### config.mk
export PLATFORM = sky130hd
export DESIGN_NAME = tgs_gate_source
export DESIGN_NICKNAME = d
export VERILOG_FILES = /design/src/verilog/tgs_pkg.sv /design/src/verilog/tgs_second_timer.sv /design/src/verilog/tgs_watchdog.sv /design/src/verilog/tgs_gate_source.sv
export SDC_FILE = /design/constraint.sdc
export NUM_CORES = 1
export LEC_CHECK = 0
export ABC_AREA = 0
export BUFFER_PORTS_ARGS = -buffer_cell sky130_fd_sc_hd__buf_2
export CAP_MARGIN = 20
export CORE_ASPECT_RATIO = 0.5
export CORE_MARGIN = 2
export CORE_UTILIZATION = 51
export DETAILED_ROUTE_END_ITERATION = 12
export PLACE_DENSITY = 0.77
export SYNTH_ARGS = -nofsm -noshare
export SYNTH_HDL_FRONTEND = slang
export SYNTH_HIERARCHICAL = 1
export SYNTH_SLANG_ARGS = --single-unit
### constraint.sdc
create_clock -name core_clk -period 2.7 [get_ports core_clk]
set_input_delay 0.675 -clock core_clk [delete_from_list [all_inputs] [get_ports core_clk]]
set_output_delay 0.675 -clock core_clk [all_outputs]
set_load 0.05 [all_outputs]
### src/verilog/tgs_pkg.sv
// shared constants and types for the timer gate-source block
package tgs_pkg;

    ////////////////////////////////////////////////////////////////////////////
    // register byte offsets
    localparam logic [7:0] OFS_PIE    = 8'h00;
    localparam logic [7:0] OFS_CTRL   = 8'h04;
    localparam logic [7:0] OFS_PERIOD = 8'h08;
    localparam logic [7:0] OFS_STATUS = 8'h0C;
    localparam logic [7:0] OFS_MASK   = 8'h10;
    localparam logic [7:0] OFS_COUNT  = 8'h14;

    ////////////////////////////////////////////////////////////////////////////
    // field positions and encodings
    localparam int PIE_GATE_BIT = 7;
    localparam int PIE_OVF_BIT  = 0;
    localparam logic [1:0] GS_PIN = 2'h0;
    localparam logic [1:0] GS_T0  = 2'h1;
    localparam logic [1:0] GS_T2  = 2'h2;
    localparam logic [1:0] GS_WDT = 2'h3;
    localparam int ST_OVF  = 0;
    localparam int ST_GATE = 1;
    localparam int ST_T0   = 2;
    localparam int ST_T2   = 3;
    localparam int ST_WDT  = 4;
    localparam int ST_BITS = 5;

    ////////////////////////////////////////////////////////////////////////////
    // reset values
    localparam logic [7:0]  PIE_RST    = 8'h00;
    localparam logic [15:0] CTRL_RST   = 16'h0000;
    localparam logic [7:0]  PERIOD_RST = 8'hFF;
    localparam logic [4:0]  MASK_RST   = 5'h00;

    localparam logic [1:0] RESP_OKAY   = 2'h0;
    localparam logic [1:0] RESP_SLVERR = 2'h2;

    // control word, high bit first
    typedef struct packed {
        logic [3:0] spare;
        logic       timer0Run;
        logic       secondTimerRun;
        logic       peripheralIrqMasterEnable;
        logic       watchdogEnable;
        logic [2:0] prescalerRatio;
        logic       prescalerAssign;
        logic       timerOnControl;
        logic [1:0] gateSourceSelect;
        logic       timerGateEnable;
    } tgs_ctrl_t;

    // watchdog event inputs from the instruction decoder
    typedef struct packed {
        logic clearInstr;
        logic sleepInstr;
        logic wakeUp;
    } tgs_wdt_evt_t;

endpackage

### src/verilog/tgs_second_timer.sv
// second 8-bit timer with period match reload and gate pulse
module tgs_second_timer #(
    parameter int WIDTH = 8
) (
    // clock and reset
    input  wire logic             core_clk,
    input  wire logic             srst,
    // control
    input  wire logic             run,
    input  wire logic [WIDTH-1:0] period,
    // state
    output logic      [WIDTH-1:0] count,
    output logic                  matchPulse
);

    logic [WIDTH-1:0] count_q;
    logic             pulse_q;

    always_ff @(posedge core_clk) begin
        if (srst) begin
            count_q <= '0;
        end else if (run) begin
            if (count_q == period) begin
                count_q <= '0;
            end else begin
                count_q <= count_q + WIDTH'(1);
            end
        end
    end

    // one cycle wide, raised by the reload itself
    always_ff @(posedge core_clk) begin
        if (srst) begin
            pulse_q <= 1'b0;
        end else begin
            pulse_q <= run && (count_q == period);
        end
    end

    assign count      = count_q;
    assign matchPulse = pulse_q;

endmodule // tgs_second_timer

### src/verilog/tgs_watchdog.sv
// watchdog prescaler and counter, ticked by its own oscillator
module tgs_watchdog #(
    parameter int WIDTH = 8
) (
    // clock and reset
    input  wire logic                  core_clk,
    input  wire logic                  srst,
    // control
    input  wire logic                  oscEnable,
    input  wire logic                  resetEnable,
    input  wire logic                  oscTick,
    input  wire logic                  prescalerAssign,
    input  wire logic [2:0]            prescalerRatio,
    input  wire tgs_pkg::tgs_wdt_evt_t evt,
    // results
    output logic                       overflowPulse,
    output logic                       watchdogReset
);

    logic [7:0]       pre_q;
    logic [WIDTH-1:0] cnt_q;
    logic             ovf_q;
    logic             rst_q;
    logic             clearAll;
    logic             preDone;

    // any clearing event restarts the interval under measurement
    assign clearAll = evt.clearInstr || evt.sleepInstr || evt.wakeUp;
    // ratio only counts while the prescaler belongs to the watchdog
    assign preDone  = !prescalerAssign ||
                      (pre_q == 8'((9'h001 << prescalerRatio) - 9'h001));

    always_ff @(posedge core_clk) begin
        if (srst || clearAll || !oscEnable) begin
            pre_q <= '0;
            cnt_q <= '0;
        end else if (oscTick) begin
            pre_q <= preDone ? 8'h00 : pre_q + 8'h01;
            if (preDone) begin
                cnt_q <= cnt_q + WIDTH'(1);
            end
        end
    end

    always_ff @(posedge core_clk) begin
        if (srst) begin
            ovf_q <= 1'b0;
            rst_q <= 1'b0;
        end else begin
            ovf_q <= oscEnable && !clearAll && oscTick && preDone && (&cnt_q);
            // gate use powers the oscillator but never arms the reset
            rst_q <= resetEnable && oscEnable && !clearAll && oscTick
                     && preDone && (&cnt_q);
        end
    end

    assign overflowPulse = ovf_q;
    assign watchdogReset = rst_q;

endmodule // tgs_watchdog

### src/verilog/tgs_gate_source.sv
// gate-source selection, 16-bit timer, interrupt enables and bus slave
module tgs_gate_source #(
    parameter int WDT_WIDTH = 8
) (
    // clock and reset
    input  wire logic                  core_clk,
    input  wire logic                  srst,
    // axi4-lite write address and data
    input  wire logic [7:0]            s_axi_awaddr,
    input  wire logic                  s_axi_awvalid,
    output logic                       s_axi_awready,
    input  wire logic [31:0]           s_axi_wdata,
    input  wire logic [3:0]            s_axi_wstrb,
    input  wire logic                  s_axi_wvalid,
    output logic                       s_axi_wready,
    // axi4-lite write response
    output logic [1:0]                 s_axi_bresp,
    output logic                       s_axi_bvalid,
    input  wire logic                  s_axi_bready,
    // axi4-lite read
    input  wire logic [7:0]            s_axi_araddr,
    input  wire logic                  s_axi_arvalid,
    output logic                       s_axi_arready,
    output logic [31:0]                s_axi_rdata,
    output logic [1:0]                 s_axi_rresp,
    output logic                       s_axi_rvalid,
    input  wire logic                  s_axi_rready,
    // pins
    input  wire logic                  externalGatePin,
    input  wire logic                  watchdogOscTick,
    // instruction decoder events
    input  wire tgs_pkg::tgs_wdt_evt_t wdtEvt,
    // outputs
    output logic                       gateLevel,
    output logic                       watchdogOscOn,
    output logic                       watchdogReset,
    output logic                       peripheralIrq,
    output logic                       irq
);

    ////////////////////////////////////////////////////////////////////////////
    // registers

    logic [7:0]               pie_q;
    tgs_pkg::tgs_ctrl_t       ctrl_q;
    logic [7:0]               period_q;
    logic [tgs_pkg::ST_BITS-1:0] status_q;
    logic [tgs_pkg::ST_BITS-1:0] mask_q;
    logic [7:0]               t0Count_q;
    logic [15:0]              t1Count_q;
    logic [7:0]               t2Count;
    logic                     t0Pulse_q;
    logic                     t2Pulse;
    logic                     wdtPulse;
    logic [1:0]               pinSync_q;
    logic [1:0]               tickSync_q;
    logic                     tickPrev_q;
    logic                     gate_q;
    logic                     gatePrev_q;
    logic                     t1Wrap;
    logic                     gateDone;
    logic [tgs_pkg::ST_BITS-1:0] events;

    // byte-lane merge, used for every writable register
    function automatic logic [31:0] merge(input logic [31:0] old, input logic [31:0] nw,
                                          input logic [3:0] strb);
        logic [31:0] r;
        r = old;
        for (int i = 0; i < 4; i++) begin
            if (strb[i]) begin
                r[i*8 +: 8] = nw[i*8 +: 8];
            end
        end
        return r;
    endfunction

    ////////////////////////////////////////////////////////////////////////////
    // pin synchronisers

    always_ff @(posedge core_clk) begin
        if (srst) begin
            pinSync_q  <= 2'h0;
            tickSync_q <= 2'h0;
            tickPrev_q <= 1'b0;
        end else begin
            pinSync_q  <= {pinSync_q[0], externalGatePin};
            tickSync_q <= {tickSync_q[0], watchdogOscTick};
            tickPrev_q <= tickSync_q[1];
        end
    end

    ////////////////////////////////////////////////////////////////////////////
    // timer0 and its wrap pulse

    always_ff @(posedge core_clk) begin
        if (srst) begin
            t0Count_q <= 8'h00;
            t0Pulse_q <= 1'b0;
        end else begin
            if (ctrl_q.timer0Run) begin
                t0Count_q <= t0Count_q + 8'h01;
            end
            t0Pulse_q <= ctrl_q.timer0Run && (t0Count_q == 8'hFF);
        end
    end

    tgs_second_timer #(
        .WIDTH      (8)
    ) u_second_timer (
        .core_clk   (core_clk),
        .srst       (srst),
        .run        (ctrl_q.secondTimerRun),
        .period     (period_q),
        .count      (t2Count),
        .matchPulse (t2Pulse)
    );

    // power decision deliberately leaves the timer on bit out
    assign watchdogOscOn = ctrl_q.watchdogEnable ||
                           (ctrl_q.timerGateEnable &&
                            ctrl_q.gateSourceSelect == tgs_pkg::GS_WDT);

    tgs_watchdog #(
        .WIDTH           (WDT_WIDTH)
    ) u_watchdog (
        .core_clk        (core_clk),
        .srst            (srst),
        .oscEnable       (watchdogOscOn),
        .resetEnable     (ctrl_q.watchdogEnable),
        .oscTick         (tickSync_q[1] && !tickPrev_q),
        .prescalerAssign (ctrl_q.prescalerAssign),
        .prescalerRatio  (ctrl_q.prescalerRatio),
        .evt             (wdtEvt),
        .overflowPulse   (wdtPulse),
        .watchdogReset   (watchdogReset)
    );

    ////////////////////////////////////////////////////////////////////////////
    // gate source mux and 16-bit timer

    always_ff @(posedge core_clk) begin
        if (srst) begin
            gate_q     <= 1'b0;
            gatePrev_q <= 1'b0;
        end else begin
            unique case (ctrl_q.gateSourceSelect)
                tgs_pkg::GS_PIN: gate_q <= pinSync_q[1];
                tgs_pkg::GS_T0:  gate_q <= t0Pulse_q;
                tgs_pkg::GS_T2:  gate_q <= t2Pulse;
                tgs_pkg::GS_WDT: gate_q <= wdtPulse;
            endcase
            gatePrev_q <= gate_q;
        end
    end

    assign gateLevel = gate_q;
    // acquisition ends when an enabled gate falls
    assign gateDone  = ctrl_q.timerOnControl && ctrl_q.timerGateEnable
                       && gatePrev_q && !gate_q;
    assign t1Wrap    = ctrl_q.timerOnControl && (!ctrl_q.timerGateEnable || gate_q)
                       && (t1Count_q == 16'hFFFF);

    always_ff @(posedge core_clk) begin
        if (srst) begin
            t1Count_q <= 16'h0000;
        end else if (ctrl_q.timerOnControl && (!ctrl_q.timerGateEnable || gate_q)) begin
            t1Count_q <= t1Count_q + 16'h0001;
        end
    end

    ////////////////////////////////////////////////////////////////////////////
    // axi4-lite slave

    logic       awHeld_q;
    logic       wHeld_q;
    logic [7:0] awAddr_q;
    logic [31:0] wData_q;
    logic [3:0] wStrb_q;
    logic       doWrite;
    logic       doRead;
    logic       readStatus;
    logic [31:0] rdMux;
    logic       rdHit;

    assign s_axi_awready = !awHeld_q && !s_axi_bvalid;
    assign s_axi_wready  = !wHeld_q && !s_axi_bvalid;
    assign s_axi_arready = !s_axi_rvalid;
    assign doWrite       = awHeld_q && wHeld_q;
    assign doRead        = s_axi_arvalid && s_axi_arready;
    assign readStatus    = doRead && (s_axi_araddr == tgs_pkg::OFS_STATUS);

    always_ff @(posedge core_clk) begin
        if (srst) begin
            awHeld_q <= 1'b0;
            wHeld_q  <= 1'b0;
            awAddr_q <= 8'h00;
            wData_q  <= 32'h0000_0000;
            wStrb_q  <= 4'h0;
        end else begin
            if (s_axi_awvalid && s_axi_awready) begin
                awHeld_q <= 1'b1;
                awAddr_q <= s_axi_awaddr;
            end else if (doWrite) begin
                awHeld_q <= 1'b0;
            end
            if (s_axi_wvalid && s_axi_wready) begin
                wHeld_q <= 1'b1;
                wData_q <= s_axi_wdata;
                wStrb_q <= s_axi_wstrb;
            end else if (doWrite) begin
                wHeld_q <= 1'b0;
            end
        end
    end

    always_ff @(posedge core_clk) begin
        if (srst) begin
            s_axi_bvalid <= 1'b0;
            s_axi_bresp  <= tgs_pkg::RESP_OKAY;
        end else if (doWrite) begin
            s_axi_bvalid <= 1'b1;
            unique case (awAddr_q)
                tgs_pkg::OFS_PIE, tgs_pkg::OFS_CTRL, tgs_pkg::OFS_PERIOD,
                tgs_pkg::OFS_MASK: s_axi_bresp <= tgs_pkg::RESP_OKAY;
                default:           s_axi_bresp <= tgs_pkg::RESP_SLVERR;
            endcase
        end else if (s_axi_bready) begin
            s_axi_bvalid <= 1'b0;
        end
    end

    always_ff @(posedge core_clk) begin
        if (srst) begin
            pie_q    <= tgs_pkg::PIE_RST;
            ctrl_q   <= tgs_pkg::CTRL_RST;
            period_q <= tgs_pkg::PERIOD_RST;
            mask_q   <= tgs_pkg::MASK_RST;
        end else if (doWrite) begin
            unique case (awAddr_q)
                tgs_pkg::OFS_PIE:    pie_q    <= 8'(merge({24'h0, pie_q}, wData_q, wStrb_q));
                tgs_pkg::OFS_CTRL:   ctrl_q   <= 16'(merge({16'h0, ctrl_q}, wData_q, wStrb_q));
                tgs_pkg::OFS_PERIOD: period_q <= 8'(merge({24'h0, period_q}, wData_q, wStrb_q));
                tgs_pkg::OFS_MASK:   mask_q   <= 5'(merge({27'h0, mask_q}, wData_q, wStrb_q));
                default: ;
            endcase
        end
    end

    always_comb begin
        rdMux = 32'h0000_0000;
        rdHit = 1'b1;
        unique case (s_axi_araddr)
            tgs_pkg::OFS_PIE:    rdMux = {24'h0, pie_q};
            tgs_pkg::OFS_CTRL:   rdMux = {16'h0, ctrl_q};
            tgs_pkg::OFS_PERIOD: rdMux = {24'h0, period_q};
            tgs_pkg::OFS_STATUS: rdMux = {27'h0, status_q};
            tgs_pkg::OFS_MASK:   rdMux = {27'h0, mask_q};
            tgs_pkg::OFS_COUNT:  rdMux = {t2Count, t0Count_q, t1Count_q};
            default:             rdHit = 1'b0;
        endcase
    end

    always_ff @(posedge core_clk) begin
        if (srst) begin
            s_axi_rvalid <= 1'b0;
            s_axi_rdata  <= 32'h0000_0000;
            s_axi_rresp  <= tgs_pkg::RESP_OKAY;
        end else if (doRead) begin
            s_axi_rvalid <= 1'b1;
            s_axi_rdata  <= rdMux;
            s_axi_rresp  <= rdHit ? tgs_pkg::RESP_OKAY : tgs_pkg::RESP_SLVERR;
        end else if (s_axi_rready) begin
            s_axi_rvalid <= 1'b0;
        end
    end

    ////////////////////////////////////////////////////////////////////////////
    // sticky status, read clears, a new event wins over the clear

    assign events = {wdtPulse, t2Pulse, t0Pulse_q, gateDone, t1Wrap};

    always_ff @(posedge core_clk) begin
        if (srst) begin
            status_q <= '0;
        end else if (readStatus) begin
            status_q <= events;
        end else begin
            status_q <= status_q | events;
        end
    end

    always_ff @(posedge core_clk) begin
        if (srst) begin
            irq           <= 1'b0;
            peripheralIrq <= 1'b0;
        end else begin
            irq           <= |(status_q & mask_q);
            peripheralIrq <= ctrl_q.peripheralIrqMasterEnable &&
                             ((pie_q[tgs_pkg::PIE_GATE_BIT] && status_q[tgs_pkg::ST_GATE]) ||
                              (pie_q[tgs_pkg::PIE_OVF_BIT] && status_q[tgs_pkg::ST_OVF]));
        end
    end

endmodule // tgs_gate_source

==> results.toml, run 1 <==
[status]
outcome = "complete, no violations"

[timing]
worst_clock_skew_ps = 11.9
total_negative_slack_for_setup_checks_ps = 0
post-route-min-period_ps = 2580
clock.fmax_mhz = 387
final-setup-viol-count = 0
max_slew.worst_pin.slew_ps = 722
finalMaxSlewViolations = 0
maxSlewHeadroom_pct = 51.5
post-route-period-util_pct = 95.6
setup_repair_after_global_routing_missed_its_margin = "false"
finalHoldViolations = 0

[placement]
gp_congestion = 0.907
dp_hpwl_um = 12200
port_buffers = 89
area_after_dpl_um2 = 7890
numPlacedInstances = 1059

[logic_synthesis]
yosys-top-cells-count = "dfxtp_1 (167), nor2_1 (108), nand2_1 (89), a21oi_1 (61), mux2i_1 (51)"
ys_async_sr_fraction_pct = 0
postSynthAreaPerCell_um2 = 9.00
top_post_synthesis_cells_by_area = "dfxtp_1 (46%), mux2i_1 (7.0%), nor2_1 (5.6%), nand2_1 (4.6%), a21oi_1 (4.2%)"
synth_cells = 807
synth_top_area_share_pct = 46.0
yosys_warnings = 6
number_of_synthesized_flops_with_an_enable_pin = 0
synthesis.area_um2 = 7260
netlist.top_cell.by_area = "dfxtp_1"
yosys_register_bits = 167
post-synth-top-count-cell = "dfxtp_1"
ys.flop_type = "dfxtp_1"
seq_area_frac_synth_pct = 46.0
synth_cell_type_count = 60

[hold_path]
worstHoldPathType = "reg -> reg"
hold_path.startpoint = "pinSync_q[0]$_SDFF_PP0_"
depth_of_the_worst_hold_timing_path = 1
endpoint_of_the_worst_hold_timing_path = "pinSync_q[1]$_SDFF_PP0_"

[route]
detailroute.via_count = 6124
route.antenna.remaining_nets = 0
finalWirelength_um = 17800
detail_route.iter0.violations = 481
firstDrtPassIters = 5
vias_per_cell = 5.59
drcViolationCount = 0
routedWlPerCell_um = 16.3

[power]
power_density_nw_per_um2 = 617
share_clk_of_total_power_pct = 45.7
p_total_uw = 5280
switching_power_uw = 1280
ir_worst_vdd_uv = 409
intPower_uw = 4000
comb_power_share_pct = 6.1
power.switching_fraction_pct = 24.2
leakage_power_uw = 0.00332
power_frac_seq_pct = 48.2

[finish]
layout-drive-gt1-share_pct = 20.4
flow.area_growth_from_synthesis_pct = 17.9
final_util_pct = 62.4
finalNonFillerCells = 1095
antenna_cells_inserted = 0
final_instance_area_um2 = 8570
filler_cell_count = 1142
final_nets = 960

[clock_network]
path_clk_slew_ps = 70
clk-insertion-delay-late_ps = 420
clock-root-buffer = "clkbuf_16"
tritoncts.num_buffers = 17
cts_num_sinks = 167
h_tree_depth = 4
cts_hold_repair.buffers = 0
cts_tree = "yes"
ctsLongestPathBuffers = 2

[floorplanning]
number_of_core_rows = 30
core_box_area_um2 = 13700
vertical_die_dimension_um = 88.4
die_area_um2 = 15300
die_w_um = 173
start_util_pct = 52.9
number_of_primary_i_o_pins = 110

[flow_run]
max_cap_viol_count = 0

[grt]
grt_pass1_wl_um = 28400
antenna_found_initial = 0
gr_ovfl_total = 0
grt_pass1_vias = 5624
largest_net_degree_at_the_start_of_global_routing = 62
grt.total_usage_pct = 23.4

[worst_setup_path]
worst_path_largest_cell_delay_ps = 410
kind_of_end_point_of_the_critical_path = "register"
crit_type = "reg -> reg"
crit_fanout = 14
r2r_start = "ctrl_q[6]$_SDFFE_PP0P_"
startpoint_type = "register"
worst_ep_arrival_time_ps = 2940
timing.critical_path.max_delay_family = "compound AO/OA/AOI/OAI gates"
regToRegEndpoint = "u_watchdog/cnt_q[0]$_SDFFE_PP0P_"
worstRegToRegCells = 9
crit_required_ps = 3050
timing.critical_path.buf_inv = 1
timing.reg2reg.setup_slack_ps = 120
cell_chain_of_the_critical_path = "or3_4, ha_4, xor2_2, mux2i_1, o2111ai_1, o31a_1, buf_4, or3_1, a21oi_1"
crit_path_top_delay_cell = "o31a_1"
[how the worst max path moves through the flow]
| stage | start | to | slack, ps | cells past startpoint |
|---|---|---|---|---|
| 2_1_floorplan | ctrl_q[7]$_SDFFE_PP0P_ | u_watchdog/cnt_q[7]$_SDFFE_PP0P_ | 40 | 9 |
| 3_3_place_gp | ctrl_q[7]$_SDFFE_PP0P_ | u_watchdog/cnt_q[0]$_SDFFE_PP0P_ | 8 | 9 |
| 3_5_place_dp | ctrl_q[7]$_SDFFE_PP0P_ | u_watchdog/cnt_q[5]$_SDFFE_PP0P_ | -110 | 8 |
| 4_1_cts | ctrl_q[7]$_SDFFE_PP0P_ | u_watchdog/cnt_q[5]$_SDFFE_PP0P_ | 40 | 8 |
| 5_1_grt | ctrl_q[6]$_SDFFE_PP0P_ | u_watchdog/cnt_q[2]$_SDFFE_PP0P_ | 4 | 9 |
| 6_report | ctrl_q[6]$_SDFFE_PP0P_ | u_watchdog/cnt_q[0]$_SDFFE_PP0P_ | 120 | 9 |
[layout by cell type (no fill, tap or decap), types with 6 or more instances in the layout]
master / Yosys / final
o21ai_0: 15 / 15
nand2b_1: 7 / 7
nor2_1: 108 / 107
nand3_1: 16 / 16
mux2_2: 11 / 11
buf_4: 2 / 27
or4_1: 10 / 9
nand4_1: 14 / 14
nand2_1: 89 / 89
or3_1: 15 / 13
clkbuf_16: 0 / 17
a211oi_1: 9 / 8
and3_1: 6 / 6
o31ai_1: 9 / 9
nor2b_1: 12 / 12
xor2_1: 18 / 17
o21ai_1: 7 / 7
buf_2: 8 / 88
mux2i_1: 51 / 51
nor3_1: 19 / 19
dfxtp_1: 167 / 165
a22oi_1: 28 / 28
inv_1: 9 / 9
a21oi_1: 61 / 59
xnor2_1: 14 / 14
[registers in the layout (all words and copies together) (netlist names), 2 cells and up]
| register | flops |
|---|---|
| s_axi_rdata | 32 |
| ctrl_q | 16 |
| t1Count_q | 16 |
| wData_q | 16 |
| awAddr_q | 8 |
| period_q | 8 |
| pie_q | 8 |
| t0Count_q | 8 |
| u_second_timer/count | 8 |
| u_watchdog/cnt_q | 8 |
| u_watchdog/pre_q | 8 |
| mask_q | 5 |
| status_q | 5 |
| pinSync_q | 2 |
| tickSync_q | 2 |
| wStrb_q | 2 |
[layer usage]
metal / vias to the layer above / global-route usage, % / part of all wire [%]
li1: 3012 / - / -
met1: 2899 / 30.6 / 46
met2: 185 / 39.5 / 47
met3: 28 / 4.85 / 5.5
met4: 0 / 8.24 / 1.5
met5: - / 0 / 0
[power groups by stage]
| stage | clock (uW) | sequential (uW) | combinational (uW) |
|---|---|---|---|
| 2_1_floorplan | 0 | 2610 | 205 |
| 3_3_place_gp | 0 | 2600 | 314 |
| 3_5_place_dp | 0 | 2600 | 320 |
| 4_1_cts | 2440 | 2550 | 323 |
| 5_1_grt | 2550 | 2550 | 350 |
| 6_report | 2410 | 2550 | 323 |
[cells by family (layout without fill, tap and decap cells)]
| kind of cell | Yosys count | count (layout) | synth area share [%] |
|---|---|---|---|
| compound gates | 145 | 145 | 12.3 |
| simple gates | 328 | 328 | 23.1 |
| xor+xnor | 33 | 33 | 4.08 |
| other cells | 1 | 2 | 0.0516 |
| mux | 64 | 64 | 9.35 |
| fa+ha+maj | 7 | 7 | 1.17 |
| flops | 167 | 167 | 46.0 |
| buf+inv | 62 | 157 | 3.94 |
[repair_timing]
item / 4_1_cts / 5_1_grt
gates resized for setup: 4 / 10
setup endpoints to repair: 8 / 10
pin swaps: 1 / 7
buffers inserted: 2 / 2
[stage by stage]
step                setup slack [ps]  hold WS, ps
floorplan                       36.6          414
global placement                8.19          421
detailed placement              -109          433
CTS                             40.4          448
global route                    3.67          471
finish                           118          446
[cell type report]
class                           count  area, um^2  share of cell area (%)
Clock inverter                     13         146                    1.71
Sequential cell                   167        3350                    39.1
Timing Repair Buffer              116         663                    7.74
Multi-Input combinational cell    579        3690                    43.1
Clock buffer                       19         443                    5.17
Inverter                            9        33.8                   0.394
Tap cell                          192         240                    2.80
[worst register-to-register path: stages (launching register included)]
cell       delay [ps]
dfxtp_2           340
or3_4             380
ha_4              200
xor2_2            160
mux2i_1           210
o2111ai_1         140
o31a_1            410
buf_4             230
or3_1             310
a21oi_1           140
Power figures use the tool's default switching activity.
==> inputs of run 2 (changes only) <==
--- a/config.mk
+++ b/config.mk
@@ -10,9 +10,9 @@
 export CAP_MARGIN = 20
 export CORE_ASPECT_RATIO = 0.5
 export CORE_MARGIN = 2
-export CORE_UTILIZATION = 51
+export CORE_UTILIZATION = 52
 export DETAILED_ROUTE_END_ITERATION = 12
-export PLACE_DENSITY = 0.77
+export PLACE_DENSITY = 0.75
 export SYNTH_ARGS = -nofsm -noshare
 export SYNTH_HDL_FRONTEND = slang
 export SYNTH_HIERARCHICAL = 1
==> constraint.sdc (replaced) <==
create_clock -name core_clk -period 2.6 [get_ports core_clk]
set_input_delay 0.65 -clock core_clk [delete_from_list [all_inputs] [get_ports core_clk]]
set_output_delay 0.65 -clock core_clk [all_outputs]
set_load 0.05 [all_outputs]
==> run 2 against run 1 <==
Compared with the run above:
- first-iteration DRC count grew 2.7%
- worst setup slack lost 82 ps
- total power grew 4.5%
- largest cell class unchanged
==> results.toml, run 2 (same netlist as run 1, synthesis figures left out) <==
[status]
outcome = "complete, no violations"

[timing]
total_negative_slack_for_setup_checks_ps = 0
setup_repair_after_global_routing_missed_its_margin = "true"
worst_clock_skew_ps = 9.43
max_slew.worst_pin.slew_ps = 638
finalMaxSlewViolations = 0
maxSlewHeadroom_pct = 57.4
final-setup-viol-count = 0
post-route-period-util_pct = 98.6
post-route-min-period_ps = 2560
clock.fmax_mhz = 390
finalHoldViolations = 0
setup_slack_ps = 35.6

[clock_network]
clk-insertion-delay-late_ps = 420
cts_tree = "yes"
h_tree_depth = 4
clock-root-buffer = "clkbuf_16"
ctsLongestPathBuffers = 2
cts_num_sinks = 167
path_clk_slew_ps = 60
tritoncts.num_buffers = 17

[placement]
area_after_dpl_um2 = 7940
dp_worst_setup_slack_ps = -69.9
dp_hpwl_um = 12200
gp_congestion = 0.913
port_buffers = 89

[floorplanning]
die_w_um = 171
core_box_area_um2 = 13600
vertical_die_dimension_um = 87.6
die_area_um2 = 15000
number_of_primary_i_o_pins = 110
start_util_pct = 53.5
number_of_core_rows = 30

[grt]
grt_pass1_wl_um = 28100
gr_ovfl_total = 0
grt_pass1_vias = 5620
grt.total_usage_pct = 24.1
antenna_found_initial = 0
largest_net_degree_at_the_start_of_global_routing = 69

[finish]
final_util_pct = 63.6
max_ffs_per_register = 32
flow.area_growth_from_synthesis_pct = 18.9
layout-drive-gt1-share_pct = 20.7
layout.cells.most_common_list = "dfxtp_1 (167), nor2_1 (107), nand2_1 (88), buf_2 (88), a21oi_1 (59)"
antenna_cells_inserted = 0
final_nets = 959
final_instance_area_um2 = 8640
layout.cells.most_common = "dfxtp_1"
max_flop_register = "s_axi_rdata"

[worst_setup_path]
startpoint_type = "register"
critPathMostFrequentCell = "or3_4"
crit_type = "reg -> reg"
worst_ep_arrival_time_ps = 2930
crit_path_top_delay_cell = "or3_4"
kind_of_end_point_of_the_critical_path = "register"
crit_required_ps = 2960
worst_path_largest_cell_delay_ps = 400
cell_chain_of_the_critical_path = "or3_4, ha_4, nor4bb_4, a211oi_4, xnor2_1, o31a_1, buf_6, or3_4, a21oi_2"
crit_fanout = 7

[hold_path]
worstHoldPathType = "in -> reg"

[route]
detailroute.via_count = 6188
finalWirelength_um = 17600
detail_route.iter0.violations = 494
vias_per_cell = 5.66
route.antenna.remaining_nets = 0
firstDrtPassIters = 6
drcViolationCount = 0
routedWlPerCell_um = 16.1

[power]
ir_worst_vdd_uv = 442
power_density_nw_per_um2 = 639
p_total_uw = 5520
leakage_power_uw = 0.00334

[flow_run]
max_cap_viol_count = 0
[run 2: cell count changes in the layout (fill, tap and decap cells not counted), sizes merged]
cell	previous run	this run
clkbuf	19	22
clkinvlp	5	3
inv	12	10
buf	116	115
clkinv	3	4
[run 2: timing repair]
action	CTS	global route
endpoints found under the setup margin	7	11
gates resized for setup	6	11
pin swaps	2	13
setup buffers	1	1
hold buffers	0	0
[run 2: path summary, 6_finish.rpt]
check	start	to	slack, ps	depth (start not counted)
setup / recovery	ctrl_q[7]$_SDFFE_PP0P_	u_watchdog/cnt_q[3]$_SDFFE_PP0P_	40	9
setup reg to reg	ctrl_q[7]$_SDFFE_PP0P_	u_watchdog/cnt_q[3]$_SDFFE_PP0P_	40	9
hold reg to reg	tickSync_q[0]$_SDFF_PP0_	tickSync_q[1]$_SDFF_PP0_	440	1
hold / removal	watchdogOscTick	tickSync_q[0]$_SDFF_PP0_	440	2
[run 2: routing by layer]
metal	share of wire (%)	vias to the layer above	GRT usage, %
met4	1.7	0	8.63
met3	5.6	26	5.33
li1	-	3018	-
met5	0	-	0
met1	46	2948	32.1
met2	46	196	39.3
[run 2: power breakdown]
part           internal (uW)  switching [uW]
sequential              2600            42.2
clock                   1520            1030
combinational            105             225
[run 2: cell type report]
class / instances / area [um^2]
Multi-Input combinational cell: 579 / 3740
Clock inverter: 10 / 119
Inverter: 9 / 33.8
Sequential cell: 167 / 3340
Clock buffer: 22 / 484
Timing Repair Buffer: 115 / 676
Fill cell: 1126 / 4950
Tap cell: 192 / 240
[run 2: worst max-delay path, delay by kind of cell, from the launching register on]
family	cells	cell delay, ps
and+or+nand+nor	3	1100
AOI/OAI and AO/OA	3	590
buffers and inverters	1	180
xor gates and xnor gates	1	130
DFF	1	310
adders and majority gates	1	210
[run 2: per-stage QoR]
| stage | std cells | hold slack [ps] |
|---|---|---|
| 6_report | 1094 | 439 |
| 5_1_grt | 1094 | 453 |
| 4_1_cts | 1093 | 431 |
| 3_5_place_dp | 1060 | 431 |
| 3_3_place_gp | 1060 | 429 |
| 2_1_floorplan | 808 | 414 |
